<file path="config.mk">
export PLATFORM = sky130hd
export DESIGN_NAME = ccr_comparator_control
export DESIGN_NICKNAME = d
export VERILOG_FILES = /design/src/rtl/ccr_pkg.sv /design/src/rtl/ccr_comparator_control.sv
export SDC_FILE = /design/constraint.sdc
export NUM_CORES = 1
export LEC_CHECK = 0
export BUFFER_PORTS_ARGS = -buffer_cell sky130_fd_sc_hd__buf_2
export CORE_ASPECT_RATIO = 1.2
export CORE_MARGIN = 5
export CORE_UTILIZATION = 44
export DETAILED_ROUTE_END_ITERATION = 10
export PLACE_DENSITY = 0.85
export SLEW_MARGIN = 10
export SYNTH_ARGS = -nofsm -noshare
export SYNTH_HDL_FRONTEND = slang
export SYNTH_SLANG_ARGS = --single-unit
</file>
<file path="constraint.sdc">
create_clock -name pclk -period 3.1 [get_ports pclk]
set_input_delay 0.31 -clock pclk [delete_from_list [all_inputs] [get_ports pclk]]
set_output_delay 0.31 -clock pclk [all_outputs]
set_load 0.01 [all_outputs]
</file>
<file path="src/rtl/ccr_pkg.sv">
package ccr_pkg;
   // ************************************************************
   // register map and field layout
   // ************************************************************
   localparam logic [11:0] ADDR_CONTROL     = 12'h000;
   localparam logic [11:0] ADDR_PINS        = 12'h004;
   localparam logic [7:0]  CONTROL_RESET    = 8'hff;
   localparam logic [7:0]  WRITABLE_MASK    = 8'h7f;
   localparam int          BIT_RESULT       = 7;
   localparam int          BIT_PIN_DISABLE  = 6;
   localparam int          BIT_POLARITY     = 5;
   localparam int          BIT_TMR_FROM_CMP = 4;
   localparam int          BIT_POWER        = 3;
   localparam int          BIT_INV_SEL      = 2;
   localparam int          BIT_NONINV_SEL   = 1;
   localparam int          BIT_WAKE_DISABLE = 0;
   localparam int          SYNC_STAGES      = 3;

   // non-inverting input source and inverting input source
   typedef enum logic [1:0] {CCR_SRC_POS_PIN, CCR_SRC_NEG_PIN, CCR_SRC_VREF, CCR_SRC_NONE} ccr_src_t;
endpackage : ccr_pkg

</file>
<file path="src/rtl/ccr_comparator_control.sv">
// What this block does
// RULE1 - bit 7 read-only comparison result
// RULE2 - pin disable 1 keeps result off pin
// RULE3 - polarity 1 passes, 0 inverts output
// RULE4 - timer clock 0 uses comparator output
// RULE5 - power field turns comparator on/off
// RULE6 - inverting select: 1 pin, 0 reference
// RULE7 - noninverting select: 1 positive, 0 negative
// RULE8 - wake field 0 wakes on change
// RULE9 - pin disable overrides timer select direction
// RULE10 - controls act only while comparator on
// RULE11 - timer select 1 overrides clock-pin direction
// RULE12 - reset all ones; result bit unwritable
//
// Chosen here: the register addresses and register access over APB.
`timescale 1ns/1ps
`default_nettype none
module ccr_comparator_control (
   input  wire logic              pclk,
   input  wire logic              presetn,
   input  wire logic              psel,
   input  wire logic              penable,
   input  wire logic              pwrite,
   input  wire logic [11:0]       paddr,
   input  wire logic [31:0]       pwdata,
   output logic      [31:0]       prdata,
   output logic                   pready,
   output logic                   pslverr,
   input  wire logic              analog_result,
   input  wire logic              timer_clock_select,
   input  wire logic              clock_pin_dir_in,
   input  wire logic              pin_two_dir_in,
   input  wire logic              sleeping,
   output logic                   comparator_enable,
   output ccr_pkg::ccr_src_t      noninverting_input_level,
   output ccr_pkg::ccr_src_t      inverting_input_level,
   output logic                   result_pin_out,
   output logic                   result_pin_oe_n,
   output logic                   timer_clock_use_cmp,
   output logic                   timer_clock_cmp,
   output logic                   external_timer_clock_pin_dir,
   output logic                   shared_port_pin_two_dir,
   output logic                   wake_pulse
);
   import ccr_pkg::*;

   // ************************************************************
   // state
   // ************************************************************
   logic [6:0]             ctrl_reg, ctrl_next;
   logic [SYNC_STAGES-1:0] sync_reg, sync_next;
   logic                   result_reg, result_next;
   logic [31:0]            prdata_reg, prdata_next;
   logic                   pslverr_reg, pslverr_next;
   logic                   pready_reg, pready_next;
   logic                   en_reg, oe_n_reg, pin_reg, use_reg, tclk_reg, cdir_reg, pdir_reg, wake_reg;
   ccr_src_t               pos_reg, neg_reg;
   logic                   en_next, oe_n_next, pin_next, use_next, tclk_next, cdir_next, pdir_next, wake_next;
   ccr_src_t               pos_next, neg_next;
   logic                   shaped;
   logic [7:0]             control_view;

   function automatic logic addr_ok(input logic [11:0] a);
      addr_ok = (a == ADDR_CONTROL) || (a == ADDR_PINS);
   endfunction : addr_ok

   // ************************************************************
   // comparison result synchroniser
   // ************************************************************
   always_comb begin
      // the analog level is asynchronous; a change counts when stages 2 and 3 agree
      sync_next   = {sync_reg[SYNC_STAGES-2:0], analog_result};
      result_next = result_reg;
      if (sync_reg[SYNC_STAGES-1] == sync_reg[SYNC_STAGES-2]) begin
         // an unpowered comparator reads 0; its stale level is dropped
         result_next = sync_reg[SYNC_STAGES-1] & ctrl_reg[BIT_POWER]; // RULE1 RULE5
      end
   end

   always_ff @(posedge pclk or negedge presetn) begin
      if (!presetn) begin
         // stages start at the result's reset level, so leaving reset is not a change
         sync_reg   <= '1;
         result_reg <= CONTROL_RESET[BIT_RESULT];
      end else begin
         sync_reg   <= sync_next;
         result_reg <= result_next;
      end
   end

   // ************************************************************
   // bus phase decodes
   // ************************************************************
   function automatic logic setup_cycle(input logic sel, input logic en);
      setup_cycle = sel && !en;
   endfunction : setup_cycle

   function automatic logic access_cycle(input logic sel, input logic en);
      access_cycle = sel && en;
   endfunction : access_cycle

   // ************************************************************
   // control register
   // ************************************************************
   always_comb begin
      ctrl_next = ctrl_reg;
      // the result bit has no storage here, so no write can reach it
      if (access_cycle(psel, penable) && pwrite && paddr == ADDR_CONTROL) begin
         ctrl_next = pwdata[BIT_RESULT-1:0] & WRITABLE_MASK[BIT_RESULT-1:0]; // RULE12
      end
   end

   always_ff @(posedge pclk or negedge presetn) begin
      if (!presetn) begin
         ctrl_reg <= CONTROL_RESET[BIT_RESULT-1:0]; // RULE12
      end else begin
         ctrl_reg <= ctrl_next;
      end
   end

   // ************************************************************
   // bus response
   // ************************************************************
   always_comb begin
      control_view = {result_reg, ctrl_reg};
      prdata_next  = prdata_reg;
      pslverr_next = 1'b0;
      // zero wait states: ready is raised for the access phase behind every setup
      pready_next  = setup_cycle(psel, penable);
      if (setup_cycle(psel, penable)) begin
         pslverr_next = !addr_ok(paddr);
         prdata_next  = 32'h00000000;
         if (!pwrite && paddr == ADDR_CONTROL) begin
            prdata_next = {24'h000000, control_view}; // RULE1
         end else if (!pwrite && paddr == ADDR_PINS) begin
            // a snapshot of the registered pin side; it may trail a write by one clock
            prdata_next = {26'h0, oe_n_reg, pin_reg, use_reg, cdir_reg, pdir_reg, wake_reg};
         end
      end
   end

   always_ff @(posedge pclk or negedge presetn) begin
      if (!presetn) begin
         prdata_reg  <= 32'h00000000;
         pslverr_reg <= 1'b0;
         pready_reg  <= 1'b0;
      end else begin
         prdata_reg  <= prdata_next;
         pslverr_reg <= pslverr_next;
         pready_reg  <= pready_next;
      end
   end

   // ************************************************************
   // comparator, pin, timer and wake controls
   // ************************************************************
   always_comb begin
      en_next   = ctrl_reg[BIT_POWER]; // RULE5
      // polarity only matters while powered; an off comparator shows a steady low
      shaped    = ctrl_reg[BIT_POWER] & (ctrl_reg[BIT_POLARITY] ? result_reg : ~result_reg); // RULE3
      pos_next  = CCR_SRC_NONE;
      neg_next  = CCR_SRC_NONE;
      oe_n_next = 1'b1;
      use_next  = 1'b0;
      wake_next = 1'b0;
      // controls act only while powered
      if (ctrl_reg[BIT_POWER]) begin // RULE10
         pos_next  = ctrl_reg[BIT_NONINV_SEL] ? CCR_SRC_POS_PIN : CCR_SRC_NEG_PIN; // RULE7
         neg_next  = ctrl_reg[BIT_INV_SEL] ? CCR_SRC_NEG_PIN : CCR_SRC_VREF; // RULE6
         oe_n_next = ctrl_reg[BIT_PIN_DISABLE]; // RULE2
         use_next  = !ctrl_reg[BIT_TMR_FROM_CMP]; // RULE4
         // the pulse is one clock wide; the sleep logic must catch it on this clock
         wake_next = !ctrl_reg[BIT_WAKE_DISABLE] && sleeping && (result_next != result_reg); // RULE8
      end
      // the timer sees the shaped level one clock after the result flop
      pin_next  = shaped;
      tclk_next = shaped;
      // clock-pin direction forced to input by timer select
      cdir_next = timer_clock_select ? 1'b1 : clock_pin_dir_in; // RULE11
      // result output wins the shared pin over the timer select
      if (!oe_n_next) begin
         pdir_next = 1'b0; // RULE9
      end else if (timer_clock_select) begin
         pdir_next = 1'b1;
      end else begin
         pdir_next = pin_two_dir_in;
      end
   end

   always_ff @(posedge pclk or negedge presetn) begin
      if (!presetn) begin
         en_reg   <= 1'b0;
         pos_reg  <= CCR_SRC_NONE;
         neg_reg  <= CCR_SRC_NONE;
         oe_n_reg <= 1'b1;
         pin_reg  <= 1'b0;
         use_reg  <= 1'b0;
         tclk_reg <= 1'b0;
         cdir_reg <= 1'b1;
         pdir_reg <= 1'b1;
         wake_reg <= 1'b0;
      end else begin
         en_reg   <= en_next;
         pos_reg  <= pos_next;
         neg_reg  <= neg_next;
         oe_n_reg <= oe_n_next;
         pin_reg  <= pin_next;
         use_reg  <= use_next;
         tclk_reg <= tclk_next;
         cdir_reg <= cdir_next;
         pdir_reg <= pdir_next;
         wake_reg <= wake_next;
      end
   end

   assign prdata                       = prdata_reg;
   assign pready                       = pready_reg;
   assign pslverr                      = pslverr_reg;
   assign comparator_enable            = en_reg;
   assign noninverting_input_level     = pos_reg;
   assign inverting_input_level        = neg_reg;
   assign result_pin_out               = pin_reg;
   assign result_pin_oe_n              = oe_n_reg;
   assign timer_clock_use_cmp          = use_reg;
   assign timer_clock_cmp              = tclk_reg;
   assign external_timer_clock_pin_dir = cdir_reg;
   assign shared_port_pin_two_dir      = pdir_reg;
   assign wake_pulse                   = wake_reg;
endmodule : ccr_comparator_control
`default_nettype wire

</file>
Word-level counts from Yosys, hierarchy flattened

Index checks and enable logic that the tools add are counted.

Logic and storage cells: 51
Output and inout bits: 46
Input port bits: 54
Register bits: 56

Reduce and logical (&&, ||, !) cells: 15
Bitwise gates (word level): 3
Muxes and demuxes: 15
Eq/ne operators: 3

Operator list:

| cell                                                  | count |
|---|---|
| 2-to-1 mux 32 bit                                     | 1 |
| equality test 12 x 3 -> 1 bit (second input constant) | 1 |
| zero test 12 bit                                      | 1 |
| 2-to-1 mux 1 bit                                      | 10 |
| logical AND 1 bit                                     | 8 |
| 2-to-1 mux 2 bit                                      | 3 |
| 2-to-1 mux 6 bit                                      | 1 |
| zero test 1 bit                                       | 5 |
| bitwise AND 1 bit                                     | 2 |
| equality test 1 bit                                   | 1 |
| logical OR 1 bit                                      | 1 |
| inequality test 1 bit                                 | 1 |
| NOT 1 bit                                             | 1 |

Longest topological paths before layout

Gate-level depths: netlist of run 1.

Word-level depth: 5
Gate-level depth with buffers: 4
Depth with buffers taken out: 3

Least setup slack after synthesis of run 1

Ideal clock, no wire load.

Path type: input to register
Start point: input paddr[7]
End point: register prdata_reg[6] (netlist: prdata[6])
Buffers on the path: 1
Data arrival time: 1.685 ns
Stages: 4
Setup slack: 1.323 ns
Required time: 3.008 ns
Library setup time: 0.092 ns
Cell sequence: or4_4 or4_1 buf_2 o31ai_2

Word-level cells in the longest chain between the ends: 3

Ends and longest elaborated chain:

| item                 | line                          | source |
|---|---|---|
| from (decl)          | ccr_comparator_control.sv:24  | `input wire logic [11:0] paddr,` |
| zero test 12 bit     | ccr_comparator_control.sv:133 | `if (!pwrite && paddr == ADDR_CONTROL) begin` |
| logical AND 1 bit    | ccr_comparator_control.sv:133 |  |
| 2-to-1 mux 32 bit    | ccr_comparator_control.sv:133 |  |
| to (signal assigned) | ccr_comparator_control.sv:148 | `prdata_reg <= prdata_next;` |
| to (decl)            | ccr_comparator_control.sv:53  | `logic [31:0] prdata_reg, prdata_next;` |

Every way passes these cells.
A chain may end at the register's enable or synchronous reset.

Worst setup path in the final report of run 1

Ends and elaborated chain as after synthesis.

==> results of run 1 <==
synth_stat cells, drive strengths merged (2+ instances only):
| master | n |
|---|---|
| o21ai | 8 |
| buf | 26 |
| nand2b | 4 |
| nand2 | 13 |
| or4 | 3 |
| inv | 3 |
| mux2 | 7 |
| dfrtp | 14 |
| clkbuf | 2 |
| xor2 | 2 |
| nor2 | 3 |
| mux2i | 6 |
| dfstp | 18 |
routing by layer:
metal  share of wire (%)  wire length, microns  global-route usage [%]
met1                  36                   996                   12.78
met2                  52                  1418                   21.54
met3                  12                   330                   6.471
met4                0.11                     3                   3.538
met5                   0                     0                       0
stage by stage:
step / setup slack, ps / total power [W] / instance area [sq um] / util (%) / hold WS [ps]
6_report: 1407 / 0.0007289 / 1687 / 54.22 / 16.55
5_1_grt: 1347 / 0.0007658 / 1687 / 54.22 / 36.90
4_1_cts: 1365 / 0.0007369 / 1687 / 54.22 / 22.51
3_5_place_dp: 1024 / 0.0004937 / 1624 / 52.21 / 346.9
3_3_place_gp: 1025 / 0.0004924 / 1624 / 52.21 / 346.2
2_1_floorplan: 1323 / 0.0004863 / 1529 / - / 14.41
cells by family after synthesis:
kind of cell    synth area share, %
buf+inv                       14.66
flops                         57.07
mux                           9.628
simple gates                  12.58
xor+xnor                      1.214
compound gates                4.596
other cells                  0.2599
power by group through the flow:
| stage | clock [W] | combinational, W | sequential (W) |
|---|---|---|---|
| after floorplan | 0 | 0.0000494 | 0.000437 |
| after global placement | 0 | 0.0000570 | 0.000435 |
| after detailed placement | 0 | 0.0000582 | 0.000436 |
| after CTS | 0.000250 | 0.0000583 | 0.000428 |
| after global routing | 0.000271 | 0.0000652 | 0.000429 |
| final | 0.000242 | 0.0000583 | 0.000428 |
cell type report:
type | instances | area (sq um)
clock buffer | 7 | 55.05
clock inverter | 1 | 7.507
fill | 292 | 1424
inverter | 3 | 11.26
multi-input combinational | 80 | 494.2
sequential | 32 | 823.3
tap | 36 | 45.04
timing repair buffer | 50 | 250.2
worst max-delay path, delay by kind of cell:
kind                   cells  cell delay, ps
AND/OR/NAND/NOR            2            1270
AO/OA/AOI/OAI              1             240
buffers and inverters      1              90
layout by cell type (no fill, tap or decap), types with 2 or more instances in the layout:
cell type  instances
nand2b_1           4
buf_2             50
dfrtp_1           14
nand2_1           13
clkbuf_4           5
dfstp_2           18
o21ai_1            7
nor2_1             3
inv_1              3
or4_4              2
conb_1            24
xor2_1             2
mux2_2             7
mux2i_1            6
worst paths after layout:
check | startpoint | to
max | paddr[7] | prdata[6]
min | presetn | timer_clock_cmp
max reg2reg | sync_reg[1] | wake_pulse
min reg2reg | sync_reg[0] | sync_reg[1]
max in group asynchronous | presetn | prdata[1]
min in group pclk | analog_result | sync_reg[0]
==> metrics.log, run 1 <==
[metrics] Worst Setup Path Type: in -> reg
[metrics] starting utilization of the core area: 46.38%
[metrics] Area contributors post-synth: dfstp_2, dfrtp_1, buf_4, mux2_2, mux2i_1
[metrics] Final Max Slew Viols: 0
[metrics] part of the total power dissipated in combinational logic: 8.0%
[metrics] total DRC errors in the routed layout: 0
[metrics] part of the Yosys area used for sequential elements: approximately 57%
[metrics] remaining antenna violation count after routing: 0
[metrics] setup_tns: 0 ps
[metrics] Yosys top cell area share: around 33%
[metrics] number of flip-flops in the largest register: 8
[metrics] clock latency at the later pin of the worst-skew pair: between 300 and 400 ps
[metrics] total power density per cell area: roughly 430 mW/mm^2
[metrics] max-capacitance violation count: 0
[metrics] number of gates resized after CTS: 0
[metrics] first-pass iteration count of the detailed router: 4
[metrics] mapped cell area: 0.001443 sq mm
[metrics] r2r setup slk: 2060 ps
[metrics] number of flops mapped to enable cells by yosys: 0
[metrics] maximum operating frequency: around 0.59 GHz
[metrics] final WL: 2749 microns
[metrics] mean instance size in the synthesized netlist: 12.02 sq um
[metrics] global placer's final weighted congestion: just under 0.7
[metrics] area growth from synthesis to layout: 16.91%
[metrics] async set-reset flop share out of synthesis: 100.0%
[metrics] Yosys Warn Count: 0
[metrics] sinks on the clock net: 32
[metrics] num ports: 100
[metrics] critical path peak fanout: 8
[metrics] ratio of cells with drive above 1 in the final layout: 50.87%
[metrics] transition time of the tightest slew-check pin: 661.5 ps
[metrics] post-synthesis register bit count: 32
[metrics] number of buffer cells added on primary ports: 50
[metrics] core area: 0.003110 sq mm
[metrics] number of antenna violations at the first check in global routing: 0
[metrics] Switching Fraction: about a quarter
[metrics] flip-flop cell with the highest count after synthesis: dfstp_2
[metrics] peak per-stage delay on the critical path: between 700 and 800 ps
[metrics] reg2reg path depth: 3
[metrics] HP Class: in -> async
[metrics] final worst clock skew: 9.237 ps
[metrics] part of the total power dissipated in sequential elements: 58.8%
[metrics] Clock transition at path regs: approximately 100 ps
[metrics] Inserted Diodes: 0
[metrics] total number of vias: 952
[metrics] endpoints failing hold: 0
[metrics] setup repair after global routing missed its margin: false
[metrics] Slew headroom: 55.90%
[metrics] total of hold buffers inserted after clock tree synthesis: 0
[metrics] total global-route track usage: 12.28%
[metrics] number of buffers added by the clock tree synthesis step: 5
[metrics] number of placed cells counting well taps: around 200
[metrics] pin count of the biggest net entering global routing: 33
[metrics] half-perimeter wire length after placement: between 2000 and 2500 microns
[metrics] die span in x: 62.27 microns
[metrics] depth of the CTS H-tree: 2
[metrics] power share of the clock group: 33.2%
[metrics] crit path DAT: between 1500 and 2000 ps
[metrics] average wire per standard cell: 13.15 microns
[metrics] Final nets: 226
[metrics] violation count after the first detailed-route iteration: 15
[metrics] CTS root buf: clkbuf_4
[metrics] Lkg Pwr: 0.8590 nW
[metrics] final worst path period need: 1693 ps
[metrics] Tcrit/Tclk final: 54.60%
[metrics] critical path data required time: 3320 ps
[metrics] Avg Vias per Cell: between 4 and 5
[metrics] first-pass GRT wire length: ~4400 microns
[metrics] via count of the first global-routing pass: ~1,000
[metrics] maximum root-to-sink buffer count: 2
[metrics] sort of element at the start of the critical path: input pin
[metrics] setup repair bufs after CTS: 0
[metrics] # setup viols final: 0
[metrics] Int Pwr: 0.0005582 W
[metrics] clock tree from TritonCTS: done
[metrics] worst IR drop on VDD: 0.2937 mV
[metrics] Synth area leader: dfstp_2
[metrics] number of distinct standard cells referenced by the synthesized netlist: 27
[metrics] cells traversed along the worst timing path: buf_2 -> or4_4 -> or4_1 -> o31ai_2
[metrics] Chip Height: 72.73 microns
[metrics] status: completed
[metrics] total congestion overflow after global routing: 0
[metrics] slowest library cell on the worst path: or4_1
[metrics] type of element capturing the critical path: register
[metrics] switching power: 0.0001707 W
[metrics] Post-Syn Instances: 120
[metrics] row count: 22
[metrics] Non-Filler Instances: 209
[metrics] area enclosed by the die boundary: about 0.0045 sq mm
(Power assumes the default switching activity.)
==> run 2, diff against run 1 <==
--- a/config.mk
+++ b/config.mk
@@ -8,9 +8,9 @@
 export BUFFER_PORTS_ARGS = -buffer_cell sky130_fd_sc_hd__buf_2
 export CORE_ASPECT_RATIO = 1.2
 export CORE_MARGIN = 5
-export CORE_UTILIZATION = 44
+export CORE_UTILIZATION = 41
 export DETAILED_ROUTE_END_ITERATION = 10
-export PLACE_DENSITY = 0.85
+export PLACE_DENSITY = 0.8
 export SLEW_MARGIN = 10
 export SYNTH_ARGS = -nofsm -noshare
 export SYNTH_HDL_FRONTEND = slang
==> constraint.sdc (replaced) <==
create_clock -name pclk -period 1.7 [get_ports pclk]
set_input_delay 0.17 -clock pclk [delete_from_list [all_inputs] [get_ports pclk]]
set_output_delay 0.17 -clock pclk [all_outputs]
set_load 0.01 [all_outputs]
==> metrics.log, run 2 (same netlist as run 1, synthesis figures left out) <==
[metrics] Design Area, Final: 0.001753 sq mm
[metrics] clock latency at the later pin of the worst-skew pair: about 280 ps
[metrics] total power density per cell area: 844.4 mW/mm^2
[metrics] final WL: 2965 microns
[metrics] count of cells along the worst hold path: 2
[metrics] Chip Height: about 75 microns
[metrics] number of flip-flops in the largest register: 8
[metrics] Final Max Slew Viols: 0
[metrics] first-pass iteration count of the detailed router: 4
[metrics] number of buffer cells added on primary ports: 50
[metrics] core area: 0.003367 sq mm
[metrics] Avg Vias per Cell: 4.640
[metrics] Bufs and invs on worst path: 2
[metrics] average wire per standard cell: 13.86 microns
[metrics] clock tree from TritonCTS: done
[metrics] ratio of cells with drive above 1 in the final layout: about half
[metrics] number of buffers added by the clock tree synthesis step: 5
[metrics] half-perimeter wire length after placement: about 2300 microns
[metrics] setup_tns: 0 ps
[metrics] Slew headroom: a little under three fifths
[metrics] Tcrit/Tclk final: between 80 and 90%
[metrics] total global-route track usage: about an eighth
[metrics] area enclosed by the die boundary: 0.004810 sq mm
[metrics] global placer's final weighted congestion: 0.6986
[metrics] maximum operating frequency: 0.6646 GHz
[metrics] HP Class: in -> reg
[metrics] remaining antenna violation count after routing: 0
[metrics] hold endpoint: external_timer_clock_pin_dir
[metrics] highest-count cells in the layout ignoring fill and taps: buf_2, conb_1, dfstp_2
[metrics] total DRC errors in the routed layout: 0
[metrics] final worst path period need: 1505 ps
[metrics] critical path peak fanout: 8
[metrics] type of element capturing the critical path: register
[metrics] maximum root-to-sink buffer count: 2
[metrics] Final nets: 230
[metrics] worst IR drop on VDD: 0.7269 mV
[metrics] max-capacitance violation count: 0
[metrics] total number of vias: 993
[metrics] status: completed
[metrics] total congestion overflow after global routing: 0
[metrics] most common cell after layout, fill and taps aside: buf_2
[metrics] first-pass GRT wire length: 4574 microns
[metrics] sinks on the clock net: 32
[metrics] starting utilization of the core area: between 40% and 50%
[metrics] final worst clock skew: 4.808 ps
[metrics] cells traversed along the worst timing path: buf_2 -> or4_4 -> or4_1 -> buf_4 -> o31ai_2
[metrics] Clock transition at path regs: 60 ps
[metrics] r2r setup slk: between 600 and 700 ps
[metrics] CTS root buf: clkbuf_8
[metrics] Lkg Pwr: 0.8964 nW
[metrics] via count of the first global-routing pass: 1,027
[metrics] area growth from synthesis to layout: 21.51%
[metrics] violation count after the first detailed-route iteration: 11
[metrics] reg2reg path depth: 3
[metrics] number of antenna violations at the first check in global routing: 0
[metrics] die span in x: 64.15 microns
[metrics] Inserted Diodes: 0
[metrics] critical path data required time: 1890 ps
[metrics] Reg2Reg Launch Point: result_reg
[metrics] # setup viols final: 0
[metrics] peak per-stage delay on the critical path: 550 ps
[metrics] slowest library cell on the worst path: or4_4
[metrics] transition time of the tightest slew-check pin: 674.1 ps
[metrics] depth of the CTS H-tree: 2
[metrics] setup repair after global routing missed its margin: false
[metrics] post-detailed-placement cell area: 0.001640 sq mm
[metrics] pin count of the biggest net entering global routing: 33
[metrics] endpoints failing hold: 0
[metrics] hold path startpoint: clock_pin_dir_in
[metrics] Worst path top cell family by delay: simple AND/OR/NAND/NOR gates
[metrics] number of gates resized after CTS: 0
[metrics] Worst Setup Path Type: in -> reg
[metrics] setup repair bufs after CTS: 0
[metrics] num ports: 100
[metrics] sort of element at the start of the critical path: input pin
[metrics] r2r endpoint: wake_pulse
[metrics] crit path DAT: around 1700 ps
[metrics] row count: 23
-- run 2: cell types whose count changed in the layout (fill, tap and decap cells not counted), sizes merged --
cell	before	now
buf	50	52
clkbuf	7	6
clkinv	0	2
clkinvlp	1	0
dlygate4sd3	0	2
-- run 2: how the worst max path moves through the flow --
stage / startpoint / end / slack (ps) / cells past startpoint
3_5_place_dp: paddr[7] / prdata[6] / -100 / 5
6_report: paddr[7] / prdata[6] / 200 / 5
4_1_cts: paddr[7] / prdata[6] / 200 / 5
5_1_grt: paddr[7] / prdata[6] / 130 / 5
2_1_floorplan: paddr[7] / prdata[6] / 60 / 4
3_3_place_gp: paddr[7] / prdata[6] / -80 / 5
-- run 2: routing by layer --
metal | track usage (%) | vias to the layer above | share of wire (%)
met4 | 7.014 | 0 | 2.1
met5 | 0 | - | 0
li1 | - | 459 | -
met3 | 4.179 | 8 | 10
met1 | 13.38 | 476 | 36
met2 | 22.46 | 50 | 52
-- run 2: worst register-to-register path, stage by stage, from the launching register on --
cell and delay [ps]:
dfstp_2 580, nand2b_1 60, o22ai_1 130, and4b_1 200
-- run 2: area by class of cell --
cell class	instances	area [sq um]
multi-input cells	80	494.2
inverters	3	11.26
fillers	316	1614
repair buffers	54	285.3
clock buffers	6	82.58
clock inverters	2	10.01
well taps	37	46.29
flip-flops and latches	32	823.3
-- run 2: timing repair --
| action | 4_1_cts | 5_1_grt |
|---|---|---|
| setup endpoints to repair | 0 | 0 |
| endpoints found under the hold margin | 15 | 0 |
| hold buffers | 2 | 0 |
-- run 2: per-stage QoR --
| stage | hold slack [ps] | utilization, % | worst slack (ps) | total power (W) | std cells |
|---|---|---|---|---|---|
| final | 90.34 | 52.06 | 195.4 | 0.001480 | 214 |
| after global routing | 87.22 | 52.06 | 127.7 | 0.001537 | 214 |
| after CTS | 84.35 | 52.06 | 201.8 | 0.001501 | 214 |
| after detailed placement | 239.8 | 48.72 | -95.14 | 0.0009012 | 204 |
| after global placement | 237.8 | 48.72 | -84.06 | 0.0008991 | 204 |
| after floorplan | -125.6 | - | 63.27 | 0.0008869 | 143 |
-- run 2: report_power, final --
group          total, W  switching (W)  internal (W)  leakage [nW]
clock network  0.000588       0.000265      0.000322        0.0510
registers      0.000782     0.00000482      0.000777         0.381
logic          0.000110      0.0000684     0.0000420         0.464
total           0.00148       0.000339       0.00114         0.896
==> run 3, diff against run 2 <==
--- a/config.mk
+++ b/config.mk
@@ -11,6 +11,7 @@
 export CORE_UTILIZATION = 41
 export DETAILED_ROUTE_END_ITERATION = 10
 export PLACE_DENSITY = 0.8
+export REMOVE_ABC_BUFFERS = 1
 export SLEW_MARGIN = 10
 export SYNTH_ARGS = -nofsm -noshare
 export SYNTH_HDL_FRONTEND = slang
==> metrics.log, run 3 (same netlist as run 1, synthesis figures left out) <==
[metrics] Int Pwr: 0.001190 W
[metrics] endpoints failing hold: 0
[metrics] HP Class: in -> reg
[metrics] via count of the first global-routing pass: 944
[metrics] count of cells along the worst hold path: 2
[metrics] depth of the CTS H-tree: 2
[metrics] maximum operating frequency: 0.6592 GHz
[metrics] total congestion overflow after global routing: 0
[metrics] reg2reg path depth: 3
[metrics] Chip Height: 74.98 microns
[metrics] total DRC errors in the routed layout: 0
[metrics] power share of the clock group: 40.9%
[metrics] Avg Vias per Cell: 4.516
[metrics] transition time of the tightest slew-check pin: between 600 and 700 ps
[metrics] worst IR drop on VDD: 0.7031 mV
[metrics] number of flip-flops in the largest register: 8
[metrics] Clock transition at path regs: 70 ps
[metrics] sinks on the clock net: 32
[metrics] num ports: 100
[metrics] first-pass GRT wire length: around 4500 microns
[metrics] setup_tns: 0 ps
[metrics] cells traversed along the worst timing path: buf_2 -> or4_4 -> or4_1 -> buf_4 -> o31ai_2
[metrics] setup repair after global routing missed its margin: false
[metrics] global placer's final weighted congestion: 0.7994
[metrics] maximum root-to-sink buffer count: 2
[metrics] slowest library cell on the worst path: or4_4
[metrics] crit path DAT: ~1700 ps
[metrics] violation count after the first detailed-route iteration: 7
[metrics] CP endpoint: prdata[6]
[metrics] # setup viols final: 0
[metrics] Final Max Slew Viols: 0
[metrics] Worst Setup Path Type: in -> reg
[metrics] setup repair bufs after CTS: 0
[metrics] total power density per cell area: between 800 and 900 mW/mm^2
[metrics] most used routing layer: met2
[metrics] r2r setup slk: around 670 ps
[metrics] critical path peak fanout: 8
[metrics] origin of the worst setup path: paddr[7]
[metrics] row count: 23
[metrics] final WL: 2946 microns
[metrics] number of buffer cells added on primary ports: 50
[metrics] half-perimeter wire length after placement: 2224 microns
[metrics] peak per-stage delay on the critical path: 550 ps
[metrics] number of gates resized after CTS: 0
[metrics] pre-CTS setup slack: -102.4 ps
[metrics] area enclosed by the die boundary: 0.004810 sq mm
[metrics] core area: 0.003367 sq mm
[metrics] final worst path period need: 1517 ps
[metrics] total global-route track usage: approximately 13%
[metrics] Global Route met3 Usage: around 5.4%
[metrics] critical path data required time: approximately 1900 ps
[metrics] switching power: 0.0003251 W
[metrics] clock latency at the later pin of the worst-skew pair: roughly 280 ps
[metrics] most common cell after layout, fill and taps aside: buf_2
[metrics] Lkg Pwr: 0.9017 nW
[metrics] post-layout util: 52.51%
[metrics] average wire per standard cell: 13.70 microns
[metrics] Switching Fraction: 21.46%
[metrics] total number of vias: between 900 and 1,000
[metrics] final worst clock skew: 8.831 ps
[metrics] number of antenna violations at the first check in global routing: 0
[metrics] Worst path top cell family by delay: simple AND/OR/NAND/NOR gates
[metrics] die span in x: 64.15 microns
[metrics] Final nets: between 200 and 250
[metrics] starting utilization of the core area: 42.85%
[metrics] remaining antenna violation count after routing: 0
[metrics] type of element capturing the critical path: register
[metrics] CTS root buf: clkbuf_8
[metrics] Reg2Reg Launch Point: sync_reg[1]
[metrics] clock tree from TritonCTS: done
[metrics] number of buffers added by the clock tree synthesis step: 5
[metrics] Worst Setup Slack, final: 183.0 ps
[metrics] total of hold buffers inserted after clock tree synthesis: 2
[metrics] Bufs and invs on worst path: 2
[metrics] part of the total power dissipated in sequential elements: 51.6%
[metrics] highest-count cells in the layout ignoring fill and taps: buf_2, conb_1, dfstp_2
[metrics] max-capacitance violation count: 0
[metrics] fraction of met1 tracks used by global routing: 13.49%
[metrics] area growth from synthesis to layout: 22.55%
[metrics] ratio of cells with drive above 1 in the final layout: between 50% and 60%
[metrics] Slew headroom: a little over half
[metrics] status: completed
[metrics] pin count of the biggest net entering global routing: 33
[metrics] part of the total power dissipated in combinational logic: around 7.5%
[metrics] first-pass iteration count of the detailed router: 4
[metrics] met2 Resource Use GR: 21.90%
[metrics] Inserted Diodes: 0
[metrics] r2r endpoint: wake_pulse
[metrics] Tcrit/Tclk final: 89.24%
[metrics] instance count on the critical path: 5
[metrics] sort of element at the start of the critical path: input pin
run 3: changes by cell type in the layout (fill, tap and decap cells not counted), sizes merged:
cell,delta
clkbuf,+2
buf,+1
clkinv,-2
run 3: area by class of cell:
cell class	instances	area, sq um
clock buffers	8	100.1
inverters	3	11.26
multi-input cells	80	494.2
well taps	37	46.29
repair buffers	55	292.8
fillers	313	1599
flip-flops and latches	32	823.3
run 3: how the worst min path moves through the flow:
stage,start,to,slack (ps)
5_1_grt,clock_pin_dir_in,external_timer_clock_pin_dir,50
4_1_cts,clock_pin_dir_in,external_timer_clock_pin_dir,60
2_1_floorplan,presetn,comparator_enable,-130
3_5_place_dp,presetn,prdata[6],250
3_3_place_gp,presetn,wake_pulse,240
6_report,clock_pin_dir_in,external_timer_clock_pin_dir,70
run 3: worst register-to-register path: cells and delay by family (launching register included):
kind            cells  cell delay [ps]
compound gates      1               70
flops               1              550
simple gates        2              300
run 3: metal layers:
layer	vias to the layer above	wire length, microns	part of all wire [%]
li1	461	-	-
met1	469	1041	35
met2	36	1591	54
met3	5	255	8.7
met4	0	58	2.0
met5	-	0	0
run 3: through the flow:
stage	hold WS [ps]	power (W)	instances	instance area (sq um)
CTS	62.88	0.001536	215	1768
global placement	238.3	0.0009011	205	1648
finish	67.84	0.001515	215	1768
floorplan	-125.6	0.0008413	115	1329
global route	54.05	0.001595	215	1768
detailed placement	249.4	0.0009035	205	1648
run 3: power by group through the flow:
stage	Combinational [W]	Sequential (W)	Clock, W
after floorplan	0.0000446	0.000797	0
after global placement	0.000107	0.000794	0
after detailed placement	0.000109	0.000795	0
after CTS	0.000113	0.000782	0.000641
after global routing	0.000126	0.000784	0.000686
final	0.000113	0.000782	0.000620
